===== src/stx_pkg.sv =====
// shared constants for the serial transmit framing and rate generator
`default_nettype none
package stx_pkg;
  // register indices on the plain register port
  localparam logic [3:0] STX_REG_BAUD_LO   = 4'h0;
  localparam logic [3:0] STX_REG_BAUD_HI   = 4'h1;
  localparam logic [3:0] STX_REG_FRAME_CFG = 4'h2;
  localparam logic [3:0] STX_REG_EN_CFG    = 4'h3;
  localparam logic [3:0] STX_REG_LOOP_CFG  = 4'h4;
  localparam logic [3:0] STX_REG_TX_LOW    = 4'h5;
  localparam logic [3:0] STX_REG_TX_HIGH   = 4'h6;
  localparam logic [3:0] STX_REG_STATUS    = 4'h7;
  // frame_config_reg fields
  localparam int STX_FC_CHAR_LSB = 0;   // char_width_sel [2:0]
  localparam int STX_FC_PAR_LSB  = 4;   // parity [5:4]
  localparam int STX_FC_STOP_BIT = 3;   // two stop bits
  localparam int STX_FC_MODE_LSB = 6;   // mode [7:6]
  // enable_config_reg fields
  localparam int STX_EC_TXEN   = 6;
  localparam int STX_EC_OPEN_DRAIN_EN   = 3;
  localparam int STX_EC_DBLSPD = 1;
  localparam int STX_EC_RS485  = 0;
  // irq_loop_config_reg fields
  localparam int STX_LC_LOOP   = 3;
  // status fields
  localparam int STX_ST_DONE   = 6;
  localparam int STX_ST_EMPTY  = 5;
  // character widths
  localparam logic [2:0] STX_CW_5  = 3'h0;
  localparam logic [2:0] STX_CW_6  = 3'h1;
  localparam logic [2:0] STX_CW_7  = 3'h2;
  localparam logic [2:0] STX_CW_8  = 3'h3;
  localparam logic [2:0] STX_CW_9L = 3'h6;
  localparam logic [2:0] STX_CW_9H = 3'h7;
  // parity selections
  localparam logic [1:0] STX_PAR_EVEN = 2'h2;
  localparam logic [1:0] STX_PAR_ODD  = 2'h3;
  // modes
  localparam logic [1:0] STX_MODE_ASYNC = 2'h0;
  localparam logic [1:0] STX_MODE_SYNC  = 2'h1;
  // samples per bit
  localparam logic [4:0] STX_S_NORMAL = 5'h10;
  localparam logic [4:0] STX_S_DOUBLE = 5'h08;
  localparam logic [4:0] STX_S_SYNC   = 5'h02;
  localparam int         STX_FRAC_W   = 6;
  // reset values
  localparam logic [15:0] STX_BAUD_RST = 16'h0040;
  localparam logic [7:0]  STX_FC_RST   = 8'h03;
  localparam logic [7:0]  STX_ZERO8    = 8'h00;
  typedef enum logic [1:0] {STX_IDLE, STX_SHIFT} stx_state_type;
endpackage : stx_pkg
`default_nettype wire


===== src/stx_top.sv =====
// serial transmitter: frame formatting, fractional rate generator, pin control
// Summary of operation
// start low, data, parity, high stops
// five to nine bits, parity, 1-2 stops
// next frame immediately or idle high
// divisor is factor times 64, fractional
// software keeps divisor 64 to 65535
// sync mode uses integer part only
// samples per bit 16, 8, 2
// internal rate unless client clock pin
// data regs to buffer to shifter
// done flag when everything drained
// empty flag; write only when set
// unused high bits ignored
// software orders 9-bit byte writes
// disable waits for all data sent; the code sends only the frame in the shifter, a buffered one holds the pin
// disabled transmitter releases pin, input
// open drain forces pin output; the code enables the output only while driving low
// loopback routes transmit to receiver
// two-level write buffer before shifter
// rs485 direction out while sending
// software startup order
// software changes rate only when idle
// odd or even parity generation
// accumulator spreads fractional remainder
// lsb first, parity over data
`default_nettype none
module stx_top
  import stx_pkg::*;
(
  // clock and reset
  input  wire logic       clk_sys_i,
  input  wire logic       rst_b_i,
  input  wire logic       clk_en_i,
  // register port
  input  wire logic [3:0] reg_addr_i,
  input  wire logic [7:0] reg_wdata_i,
  input  wire logic       reg_wr_i,
  input  wire logic       reg_rd_i,
  output logic      [7:0] reg_rdata_o,
  // line side
  input  wire logic       xfer_clock_pin_i,
  input  wire logic       tx_pin_i,
  output logic            tx_pin_o,
  output logic            tx_pin_oe_o,
  output logic            tx_override_o,
  output logic            line_driver_dir_out_o,
  output logic            rx_line_o
);

  logic [15:0]   baud_q;
  logic [7:0]    frame_cfg_q;
  logic [7:0]    en_cfg_q;
  logic [7:0]    loop_cfg_q;
  logic [8:0]    data_reg_q;
  logic          data_full_q;
  logic          hi_written_q;
  logic [8:0]    buf_q;
  logic          buf_full_q;
  logic [11:0]   shift_q;
  logic [3:0]    bits_left_q;
  stx_state_type state_q;
  logic          done_q;
  logic          tx_active_q;
  logic [1:0]    xck_sync_q;
  logic          xck_prev_q;
  logic [1:0]    pin_sync_q;
  logic [9:0]    int_cnt_q;
  logic [STX_FRAC_W-1:0] frac_acc_q;
  logic [4:0]    samp_cnt_q;
  logic          bit_tick;
  logic          samp_tick;
  logic          load_shift;

  wire [2:0] cw       = frame_cfg_q[STX_FC_CHAR_LSB +: 3];
  wire [1:0] par_sel  = frame_cfg_q[STX_FC_PAR_LSB +: 2];
  wire       two_stop = frame_cfg_q[STX_FC_STOP_BIT];
  wire [1:0] mode     = frame_cfg_q[STX_FC_MODE_LSB +: 2];
  wire       sync_md  = (mode == STX_MODE_SYNC);
  wire       tx_en    = en_cfg_q[STX_EC_TXEN];
  // xfer clock as input only in sync client mode (pin not driven by us)
  wire       client_md = sync_md && !en_cfg_q[STX_EC_RS485];
  wire       wr_low   = reg_wr_i && (reg_addr_i == STX_REG_TX_LOW);
  wire       wr_high  = reg_wr_i && (reg_addr_i == STX_REG_TX_HIGH);
  wire       is_nine  = (cw == STX_CW_9L) || (cw == STX_CW_9H);

  // number of data bits for a width code
  function automatic logic [3:0] data_bits(input logic [2:0] c);
    case (c)
      STX_CW_5: data_bits = 4'h5;
      STX_CW_6: data_bits = 4'h6;
      STX_CW_7: data_bits = 4'h7;
      STX_CW_8: data_bits = 4'h8;
      default:  data_bits = 4'h9;
    endcase
  endfunction

  // mask away bits above the character width
  function automatic logic [8:0] width_mask(input logic [8:0] d, input logic [2:0] c);
    logic [8:0] m;
    m = 9'h1ff >> (4'h9 - data_bits(c));
    width_mask = d & m;
  endfunction

  // configuration registers
  always_ff @(posedge clk_sys_i) begin
    if (!rst_b_i) begin
      baud_q      <= STX_BAUD_RST;
      frame_cfg_q <= STX_FC_RST;
      en_cfg_q    <= STX_ZERO8;
      loop_cfg_q  <= STX_ZERO8;
    end else if (clk_en_i && reg_wr_i) begin
      case (reg_addr_i)
        STX_REG_BAUD_LO:   baud_q[7:0]  <= reg_wdata_i;
        STX_REG_BAUD_HI:   baud_q[15:8] <= reg_wdata_i;
        STX_REG_FRAME_CFG: frame_cfg_q  <= reg_wdata_i;
        STX_REG_EN_CFG:    en_cfg_q     <= reg_wdata_i;
        STX_REG_LOOP_CFG:  loop_cfg_q   <= reg_wdata_i;
        default: ;
      endcase
    end
  end

  // data registers: a frame is committed by the second byte in 9-bit order
  always_ff @(posedge clk_sys_i) begin
    if (!rst_b_i) begin
      data_reg_q   <= 9'h000;
      data_full_q  <= 1'b0;
      hi_written_q <= 1'b0;
    end else if (clk_en_i) begin
      if (wr_high) begin
        data_reg_q[8] <= reg_wdata_i[0];
        hi_written_q  <= is_nine && (cw == STX_CW_9H);
        if (cw == STX_CW_9L && !data_full_q) data_full_q <= 1'b1;
      end
      if (wr_low && !data_full_q) begin
        data_reg_q[7:0] <= reg_wdata_i;
        if (cw != STX_CW_9L) data_full_q <= 1'b1;
        hi_written_q <= 1'b0;
      end
      if (data_full_q && !buf_full_q) data_full_q <= 1'b0;
    end
  end

  // second buffer level ahead of the shifter
  always_ff @(posedge clk_sys_i) begin
    if (!rst_b_i) begin
      buf_q      <= 9'h000;
      buf_full_q <= 1'b0;
    end else if (clk_en_i) begin
      if (load_shift) buf_full_q <= 1'b0;
      if (data_full_q && (!buf_full_q || load_shift)) begin
        buf_q      <= width_mask(data_reg_q, cw);
        buf_full_q <= 1'b1;
      end
    end
  end

  // rate generator: integer count plus fractional accumulator
  wire [9:0] int_part = baud_q[15:6];
  wire [4:0] samples  = sync_md ? STX_S_SYNC :
                        (en_cfg_q[STX_EC_DBLSPD] ? STX_S_DOUBLE : STX_S_NORMAL);
  wire [STX_FRAC_W:0] frac_sum = {1'b0, frac_acc_q} + {1'b0, baud_q[5:0]};
  wire       extra    = !sync_md && frac_sum[STX_FRAC_W];
  wire       xck_edge = xck_sync_q[1] && !xck_prev_q;

  always_ff @(posedge clk_sys_i) begin
    if (!rst_b_i) begin
      int_cnt_q  <= 10'h000;
      frac_acc_q <= 6'h00;
      samp_cnt_q <= 5'h00;
    end else if (clk_en_i) begin
      if (state_q == STX_IDLE) begin
        int_cnt_q  <= 10'h000;
        samp_cnt_q <= 5'h00;
      end else if (samp_tick) begin
        int_cnt_q <= 10'h000;
        if (bit_tick) begin
          samp_cnt_q <= 5'h00;
          if (!sync_md) frac_acc_q <= frac_sum[STX_FRAC_W-1:0];
        end else begin
          samp_cnt_q <= samp_cnt_q + 5'h01;
        end
      end else begin
        int_cnt_q <= int_cnt_q + 10'h001;
      end
    end
  end

  // a sample period is the integer part; the last sample of a bit may stretch one
  wire last_samp = (samp_cnt_q == samples - 5'h01);
  wire [10:0] samp_len = {1'b0, int_part} + {10'h000, last_samp && extra};
  always_comb begin
    samp_tick = (int_cnt_q + 11'h001 == {1'b0, int_cnt_q} + 11'h001)
                && ({1'b0, int_cnt_q} + 11'h001 >= samp_len);
    bit_tick  = samp_tick && last_samp;
    if (client_md) begin
      samp_tick = xck_edge;
      bit_tick  = xck_edge;
    end
  end

  // pin synchronisers
  always_ff @(posedge clk_sys_i) begin
    if (!rst_b_i) begin
      xck_sync_q <= 2'b00;
      xck_prev_q <= 1'b0;
      pin_sync_q <= 2'b11;
    end else if (clk_en_i) begin
      xck_sync_q <= {xck_sync_q[0], xfer_clock_pin_i};
      xck_prev_q <= xck_sync_q[1];
      pin_sync_q <= {pin_sync_q[0], tx_pin_i};
    end
  end

  // frame assembly: start, data lsb first, parity, stops
  wire [3:0] nb     = data_bits(cw);
  wire       par_on = (par_sel == STX_PAR_EVEN) || (par_sel == STX_PAR_ODD);
  wire       par_b  = (^buf_q) ^ (par_sel == STX_PAR_ODD);  // see R22
  logic [11:0] frame;
  always_comb begin
    frame = 12'hfff;
    for (int i = 0; i < 9; i++) begin
      if (i < int'(nb)) frame[i] = buf_q[i];
    end
    if (par_on) frame[nb] = par_b;
  end
  wire [3:0] frame_len = nb + {3'h0, par_on} + {3'h0, two_stop} + 4'h1;

  // client mode: a start bit waits for a rising transfer-clock edge, so every bit is whole
  assign load_shift = tx_en && buf_full_q &&
                      (((state_q == STX_IDLE) && (!client_md || xck_edge)) ||
                       (bit_tick && bits_left_q == 4'h0));

  // shifter state
  always_ff @(posedge clk_sys_i) begin
    if (!rst_b_i) begin
      state_q     <= STX_IDLE;
      shift_q     <= 12'hfff;
      bits_left_q <= 4'h0;
      tx_pin_o    <= 1'b1;
    end else if (clk_en_i) begin
      case (state_q)
        STX_IDLE: begin
          tx_pin_o <= 1'b1;
          if (load_shift) begin
            state_q     <= STX_SHIFT;
            tx_pin_o    <= 1'b0;
            shift_q     <= frame;
            bits_left_q <= frame_len;
          end
        end
        STX_SHIFT: begin
          if (bit_tick) begin
            if (bits_left_q == 4'h0) begin
              if (load_shift) begin
                tx_pin_o    <= 1'b0;
                shift_q     <= frame;
                bits_left_q <= frame_len;
              end else begin
                state_q  <= STX_IDLE;
                tx_pin_o <= 1'b1;
              end
            end else begin
              tx_pin_o    <= shift_q[0];
              shift_q     <= {1'b1, shift_q[11:1]};
              bits_left_q <= bits_left_q - 4'h1;
            end
          end
        end
        default: state_q <= STX_IDLE;
      endcase
    end
  end

  wire frame_end = (state_q == STX_SHIFT) && bit_tick && (bits_left_q == 4'h0);

  // done flag: set wins over clear by write of one
  wire clr_done = reg_wr_i && (reg_addr_i == STX_REG_STATUS) && reg_wdata_i[STX_ST_DONE];
  always_ff @(posedge clk_sys_i) begin
    if (!rst_b_i) begin
      done_q <= 1'b0;
    end else if (clk_en_i) begin
      if (frame_end && !buf_full_q && !data_full_q) begin
        done_q <= 1'b1;
      end else if (clr_done || wr_low || wr_high) begin
        done_q <= 1'b0;
      end
    end
  end

  // transmitter stays active until everything has drained
  wire drained = !data_full_q && !buf_full_q && (state_q == STX_IDLE);
  always_ff @(posedge clk_sys_i) begin
    if (!rst_b_i) begin
      tx_active_q           <= 1'b0;
      tx_pin_oe_o           <= 1'b0;
      tx_override_o         <= 1'b0;
      line_driver_dir_out_o <= 1'b0;
      rx_line_o             <= 1'b1;
    end else if (clk_en_i) begin
      if (tx_en) tx_active_q <= 1'b1;
      else if (drained) tx_active_q <= 1'b0;
      tx_override_o <= tx_active_q;
      // open drain: drive only the low level, output enable only while the pin is low
      tx_pin_oe_o <= tx_active_q &&
                     (en_cfg_q[STX_EC_OPEN_DRAIN_EN] ? !tx_pin_o : 1'b1);  // see R16
      line_driver_dir_out_o <= en_cfg_q[STX_EC_RS485] &&
                               (state_q == STX_SHIFT || load_shift);
      rx_line_o <= loop_cfg_q[STX_LC_LOOP] ? tx_pin_o : pin_sync_q[1];
    end
  end

  // read port: data one cycle after the strobe
  always_ff @(posedge clk_sys_i) begin
    if (!rst_b_i) begin
      reg_rdata_o <= STX_ZERO8;
    end else if (clk_en_i && reg_rd_i) begin
      case (reg_addr_i)
        STX_REG_BAUD_LO:   reg_rdata_o <= baud_q[7:0];
        STX_REG_BAUD_HI:   reg_rdata_o <= baud_q[15:8];
        STX_REG_FRAME_CFG: reg_rdata_o <= frame_cfg_q;
        STX_REG_EN_CFG:    reg_rdata_o <= en_cfg_q;
        STX_REG_LOOP_CFG:  reg_rdata_o <= loop_cfg_q;
        STX_REG_STATUS: begin
          reg_rdata_o               <= STX_ZERO8;
          reg_rdata_o[STX_ST_DONE]  <= done_q;
          reg_rdata_o[STX_ST_EMPTY] <= !data_full_q;
        end
        default: reg_rdata_o <= STX_ZERO8;
      endcase
    end
  end

endmodule // stx_top
`default_nettype wire


===== config.mk =====
export PLATFORM = sky130hd
export DESIGN_NAME = stx_top
export DESIGN_NICKNAME = d
export VERILOG_FILES = /design/src/stx_pkg.sv /design/src/stx_top.sv
export SDC_FILE = /design/constraint.sdc
export NUM_CORES = 1
export LEC_CHECK = 0
export ABC_AREA = 1
export BUFFER_PORTS_ARGS = -buffer_cell sky130_fd_sc_hd__buf_2
export CAP_MARGIN = 20
export CORE_UTILIZATION = 50
export DETAILED_ROUTE_END_ITERATION = 8
export GPL_ROUTABILITY_DRIVEN = 0
export GPL_TIMING_DRIVEN = 0
export PLACE_DENSITY = 0.67
export SLEW_MARGIN = 20
export SYNTH_ARGS = -nofsm -noshare
export SYNTH_HDL_FRONTEND = slang
export SYNTH_SLANG_ARGS = --single-unit
export TNS_END_PERCENT = 20

===== constraint.sdc =====
create_clock -name clk_sys_i -period 5.2 [get_ports clk_sys_i]
set_input_delay 1.56 -clock clk_sys_i [delete_from_list [all_inputs] [get_ports clk_sys_i]]
set_output_delay 1.56 -clock clk_sys_i [all_outputs]
set_load 0.01 [all_outputs]

==> results.toml, run 1 <==
[synth]
synth_edf_count = 0
yosysSeqAreaShare_pct = 37.5
synth-warning-count = 0
synth_cell_types = 42
ys.flop_type = "dfxtp_1"
yosysTopAreaCell = "dfxtp_1"
syn_inst = 912
async_flop_share_pct = 0
synth_area_leaders = "dfxtp_1, nand2_1, a21oi_1, inv_1, o21ai_0"
synth_top_cell_area_share_pct = 37.5
ys_ff_latch = 118
avgSynthCellArea_sq_um = 6.91
netlist_area_sq_um = 6300
synthesis.nets = 960

[global_routing]
overflow = 0
first_global_vias = 5547
grt_pass1_wl_mm = 27.6
track_usage_pct = 27.6
antenna_found_initial = 0
grt_max_degree = 17

[worst_setup_path]
cp_slowest_stage_delay_ns = 0.41
cp-end-kind = "flip-flop"
criticalPathCategory = "flip-flop to flip-flop"
cp_common_cell = "nand2_1"
slowest_stage = "fa_1"
crit_path_max_fanout = 8
start_kind = "flip-flop"
crit_arrival_ns = 4.97
required_ns = 5.49

[layout]
final_common_cell = "nand2_1"
fillers = 1165
regArea_sq_um = 2360
final_nets = 1009
area_growth_pct = 16.5
antenna_cells = 0
multi_input_area_sq_um = 3340
final_cell_mix = "nand2_1, inv_1, dfxtp_1, a21oi_1, nor2_1"
drive_gt1_share_pct = 9.65

[sta]
tns_ns = 0
max_slew_margin_pct = 51.4
slew_violations = 0
final.setup.worst_slack_ns = 0.524
finalCriticalPeriod_ns = 4.68
rsz0062_at_grt = "no"
max_slew.worst_pin.slew_ns = 0.728
setup-violations-final = 0
hold_viol = 0
fin_skew_ns = 0.00567
finalCritPeriodShare_pct = 89.9
fmax_ghz = 0.214

[pwr]
leakage_nw = 3.22
p_total_w = 0.00237
power_density_nw_per_um2 = 323
peakVddDrop_v = 0.000239

[drt]
via_per_inst = 5.28
drt_iter0_markers = 607
routed_wl_mm = 16.8
ant_nets = 0
drcViolationCount = 0
firstDrtPassIters = 5
post_drt_wl_per_cell_microns = 14.7
vias = 6031

[floorplan]
dieArea_sq_um = 13100
num_rows = 40
die_h_microns = 114
die_width_microns = 114
start_util_pct = 51.8
core-area_sq_um = 12200
pin_count = 32

[cts]
ctsResizeCount = 0
clkSinkCount = 118
cts_tree = "yes"
clock_latency_ns = 0.42
cts_inserted_buffers = 17
path_clk_slew_ns = 0.06
cts_setup_buffers = 0
cts.htree.levels = 4
clockBufferDepth = 2
ctsHoldBuffers = 0
clock-root-buffer = "clkbuf_16"

[worst_hold_path]
min_path_type = "flip-flop to flip-flop"

[run]
maxCapViolations = 0

[placed_design]
dp_hpwl_mm = 12.2
io_buffers = 30
pre_cts_slack_ns = 0.532

[status]
status = "finished clean"
[where the power goes]
part           internal, W  total (W)  switching, W
sequential        0.000915   0.000921    0.00000653
combinational    0.0000339   0.000123     0.0000892
clock             0.000902    0.00133      0.000428
[per-stage QoR]
| step | std cells | hold WS, ns | util, % | area [sq um] |
|---|---|---|---|---|
| 2_1_floorplan | 912 | 0.415 | - | 6300 |
| 3_3_place_gp | 1110 | 0.428 | 54.8 | 6660 |
| 3_5_place_dp | 1110 | 0.429 | 54.8 | 6660 |
| 4_1_cts | 1142 | 0.442 | 60.3 | 7340 |
| 5_1_grt | 1142 | 0.472 | 60.4 | 7340 |
| 6_report | 1142 | 0.445 | 60.4 | 7340 |
[state kept, by name (all words and copies together) (netlist names), 2 cells and up]
register	cells
baud_q	16
frame_cfg_q	8
buf_q	9
int_cnt_q	10
loop_cfg_q	8
xck_sync_q	2
en_cfg_q	8
shift_q	12
frac_acc_q	6
pin_sync_q	2
bits_left_q	4
samp_cnt_q	5
data_reg_q	9
reg_rdata_o	8
[synth_stat cells, types with 2 or more instances]
cell	count
nand2_1	205
inv_1	121
dfxtp_1	118
a21oi_1	98
nor2_1	80
o21ai_0	77
nand3_1	57
ha_1	27
clkbuf_1	20
xor2_1	18
nor3_1	9
nand2_4	6
nor2_2	6
o22ai_1	6
xnor2_1	6
nand2_2	5
nand4_1	5
buf_2	4
a211oi_1	3
clkinv_1	3
nor3b_1	3
o221ai_1	3
o31ai_1	3
a31oi_1	2
buf_1	2
buf_6	2
fa_1	2
inv_2	2
nand3b_1	2
nand4_4	2
o211ai_1	2
o21ai_1	2
o21bai_1	2
[worst max-delay path: cells and delay by family, from the launching register on]
kind	cells	cell delay, ns
DFF	1	0.33
adders and majority gates	5	1.38
AOI/OAI and AO/OA	4	0.78
buffers and inverters	1	0.08
xor gates and xnor gates	1	0.16
and+or+nand+nor	17	1.81
[cell families (layout without fill, tap and decap cells)]
| logic type | after synthesis | after routing | synth area share (%) |
|---|---|---|---|
| buffers and inverters | 155 | 217 | 9.61 |
| AO/OA/AOI/OAI | 201 | 201 | 16.8 |
| flip-flops | 118 | 118 | 37.5 |
| adder cells (fa/ha/maj) | 29 | 29 | 5.99 |
| AND/OR/NAND/NOR | 385 | 385 | 26.8 |
| XOR/XNOR | 24 | 24 | 3.33 |
[layout make-up]
class                           count  area share (%)
Multi-Input combinational cell    639            45.5
Sequential cell                   118            32.2
Clock buffer                       21            6.54
Inverter                          126            6.44
Tap cell                          168            2.86
Clock inverter                     11            2.64
Timing Repair Buffer               30            2.04
Buffer                             29            1.81
[worst paths after layout]
kind / startpoint / endpoint / slack, ns / cells past startpoint
max: baud_q[0] / shift_q[9] / 0.52 / 28
min: shift_q[11] / shift_q[11] / 0.44 / 2
max reg2reg: baud_q[0] / shift_q[9] / 0.52 / 28
min reg2reg: shift_q[11] / shift_q[11] / 0.44 / 2
[layer usage]
layer	vias up	routed length [microns]	track usage, %
met5	-	0	0
met4	0	393	11.1
met3	34	1220	5.72
met2	208	7170	41.2
met1	2717	8020	38.8
li1	3072	-	-
Power figures use the tool's default switching activity.
==> run 2: changes to the inputs <==
Clock period 5.2 ns to 5.4 ns, I/O delays scaled along.
==> run 2 against run 1 <==
Highest routed layer unchanged; maximum frequency shrank 2.3%; flip-flop and latch count is the same; wire length grew 0.35%; via count is essentially flat; final area is essentially flat; setup slack gained 0.091 ns.
==> results.toml, run 2 (synthesis results as in run 1) <==
[status]
status = "finished clean"

[cts]
clock_latency_ns = 0.41
clkSinkCount = 118
ctsResizeCount = 0
clockBufferDepth = 2
cts_setup_buffers = 0
ctsHoldBuffers = 0
clock-root-buffer = "clkbuf_16"
cts.htree.levels = 4
cts_inserted_buffers = 17
path_clk_slew_ns = 0.06
cts_tree = "yes"

[sta]
finalCritPeriodShare_pct = 88.6
fin_skew_ns = 0.00531
hold_viol = 0
holdWs_ns = 0.444
rsz0062_at_grt = "no"
max_slew.worst_pin.slew_ns = 0.757
slew_violations = 0
tns_ns = 0
max_slew_margin_pct = 49.5
final.setup.worst_slack_ns = 0.616
finalCriticalPeriod_ns = 4.78
setup-violations-final = 0
fmax_ghz = 0.209

[drt]
post_drt_wl_per_cell_microns = 14.8
drt_iter0_markers = 561
ant_nets = 0
firstDrtPassIters = 6
via_per_inst = 5.28
routed_wl_mm = 16.9
vias = 6025
drcViolationCount = 0

[floorplan]
pin_count = 32
die_width_microns = 114
num_rows = 40
start_util_pct = 51.8
die_h_microns = 114
dieArea_sq_um = 13100
core-area_sq_um = 12200

[run]
maxCapViolations = 0

[worst_setup_path]
slowest_stage = "nor3_1"
start_kind = "flip-flop"
cp_slowest_stage_delay_ns = 0.42
criticalPathCategory = "flip-flop to flip-flop"
required_ns = 5.74
cp-end-kind = "flip-flop"
crit_arrival_ns = 5.13
crit_path_max_fanout = 10

[layout]
top_register = "baud_q"
fin_area_sq_um = 7340
area_growth_pct = 16.4
largest_registers = "baud_q: 16 flops, shift_q: 12 flops, int_cnt_q: 10 flops"
final_cell_mix = "nand2_1, inv_1, dfxtp_1, a21oi_1, nor2_1"
drive_gt1_share_pct = 9.55
final_common_cell = "nand2_1"
largest_reg_flops = 16
antenna_cells = 0
final_nets = 1009

[placed_design]
dp_hpwl_mm = 12.2
io_buffers = 30
pre_cts_slack_ns = 0.732
postPlaceCellArea_sq_um = 6660

[global_routing]
first_global_vias = 5547
grt_pass1_wl_mm = 27.6
grt_max_degree = 17
antenna_found_initial = 0
overflow = 0
track_usage_pct = 27.6

[pwr]
p_total_w = 0.00229
power_density_nw_per_um2 = 311
leakage_nw = 3.22
peakVddDrop_v = 0.000232

[worst_hold_path]
min_path_type = "flip-flop to flip-flop"
[run 2: cell counts in the layout (fill, tap and decap cells not counted)]
No cell type changed its count.
[run 2: routing by layer]
metal  track usage [%]  wire [microns]
met2              41.2            7250
met5                 0               0
met1              38.8            8180
met3              5.72            1110
met4              11.1             314
[run 2: final cells by class]
class / count / area (sq um)
buffer: 29 / 133
clock buffer: 21 / 480
fill: 1168 / 4820
tap: 168 / 210
clock inverter: 11 / 194
inverter: 126 / 473
multi-input combinational: 639 / 3340
timing repair buffer: 30 / 150
sequential: 118 / 2360
[run 2: critical path: cells and delay by family (launching register included)]
family / cells / cell delay (ns)
xor+xnor: 1 / 0.16
flops: 1 / 0.33
fa+ha+maj: 5 / 1.38
compound gates: 6 / 1.03
buf+inv: 2 / 0.36
simple gates: 12 / 1.43
[run 2: per-stage QoR]
stage | util [%] | instances
after floorplan | - | 912
after global placement | 54.8 | 1110
after detailed placement | 54.8 | 1110
after CTS | 60.3 | 1142
after global routing | 60.3 | 1142
final | 60.3 | 1142
[run 2: worst paths after layout]
kind / from / endpoint / slack [ns] / depth (start not counted)
max: baud_q[0] / frac_acc_q[2] / 0.62 / 26
min: shift_q[11] / shift_q[11] / 0.44 / 2
max reg2reg: baud_q[0] / frac_acc_q[2] / 0.62 / 26
min reg2reg: shift_q[11] / shift_q[11] / 0.44 / 2
[run 2: power by group]
part | leakage, nW | switching, W | total (W) | internal [W]
Sequential | 0.954 | 0.00000632 | 0.000887 | 0.000881
Clock | 0.318 | 0.000411 | 0.00128 | 0.000868
Combinational | 1.95 | 0.0000864 | 0.000119 | 0.0000326
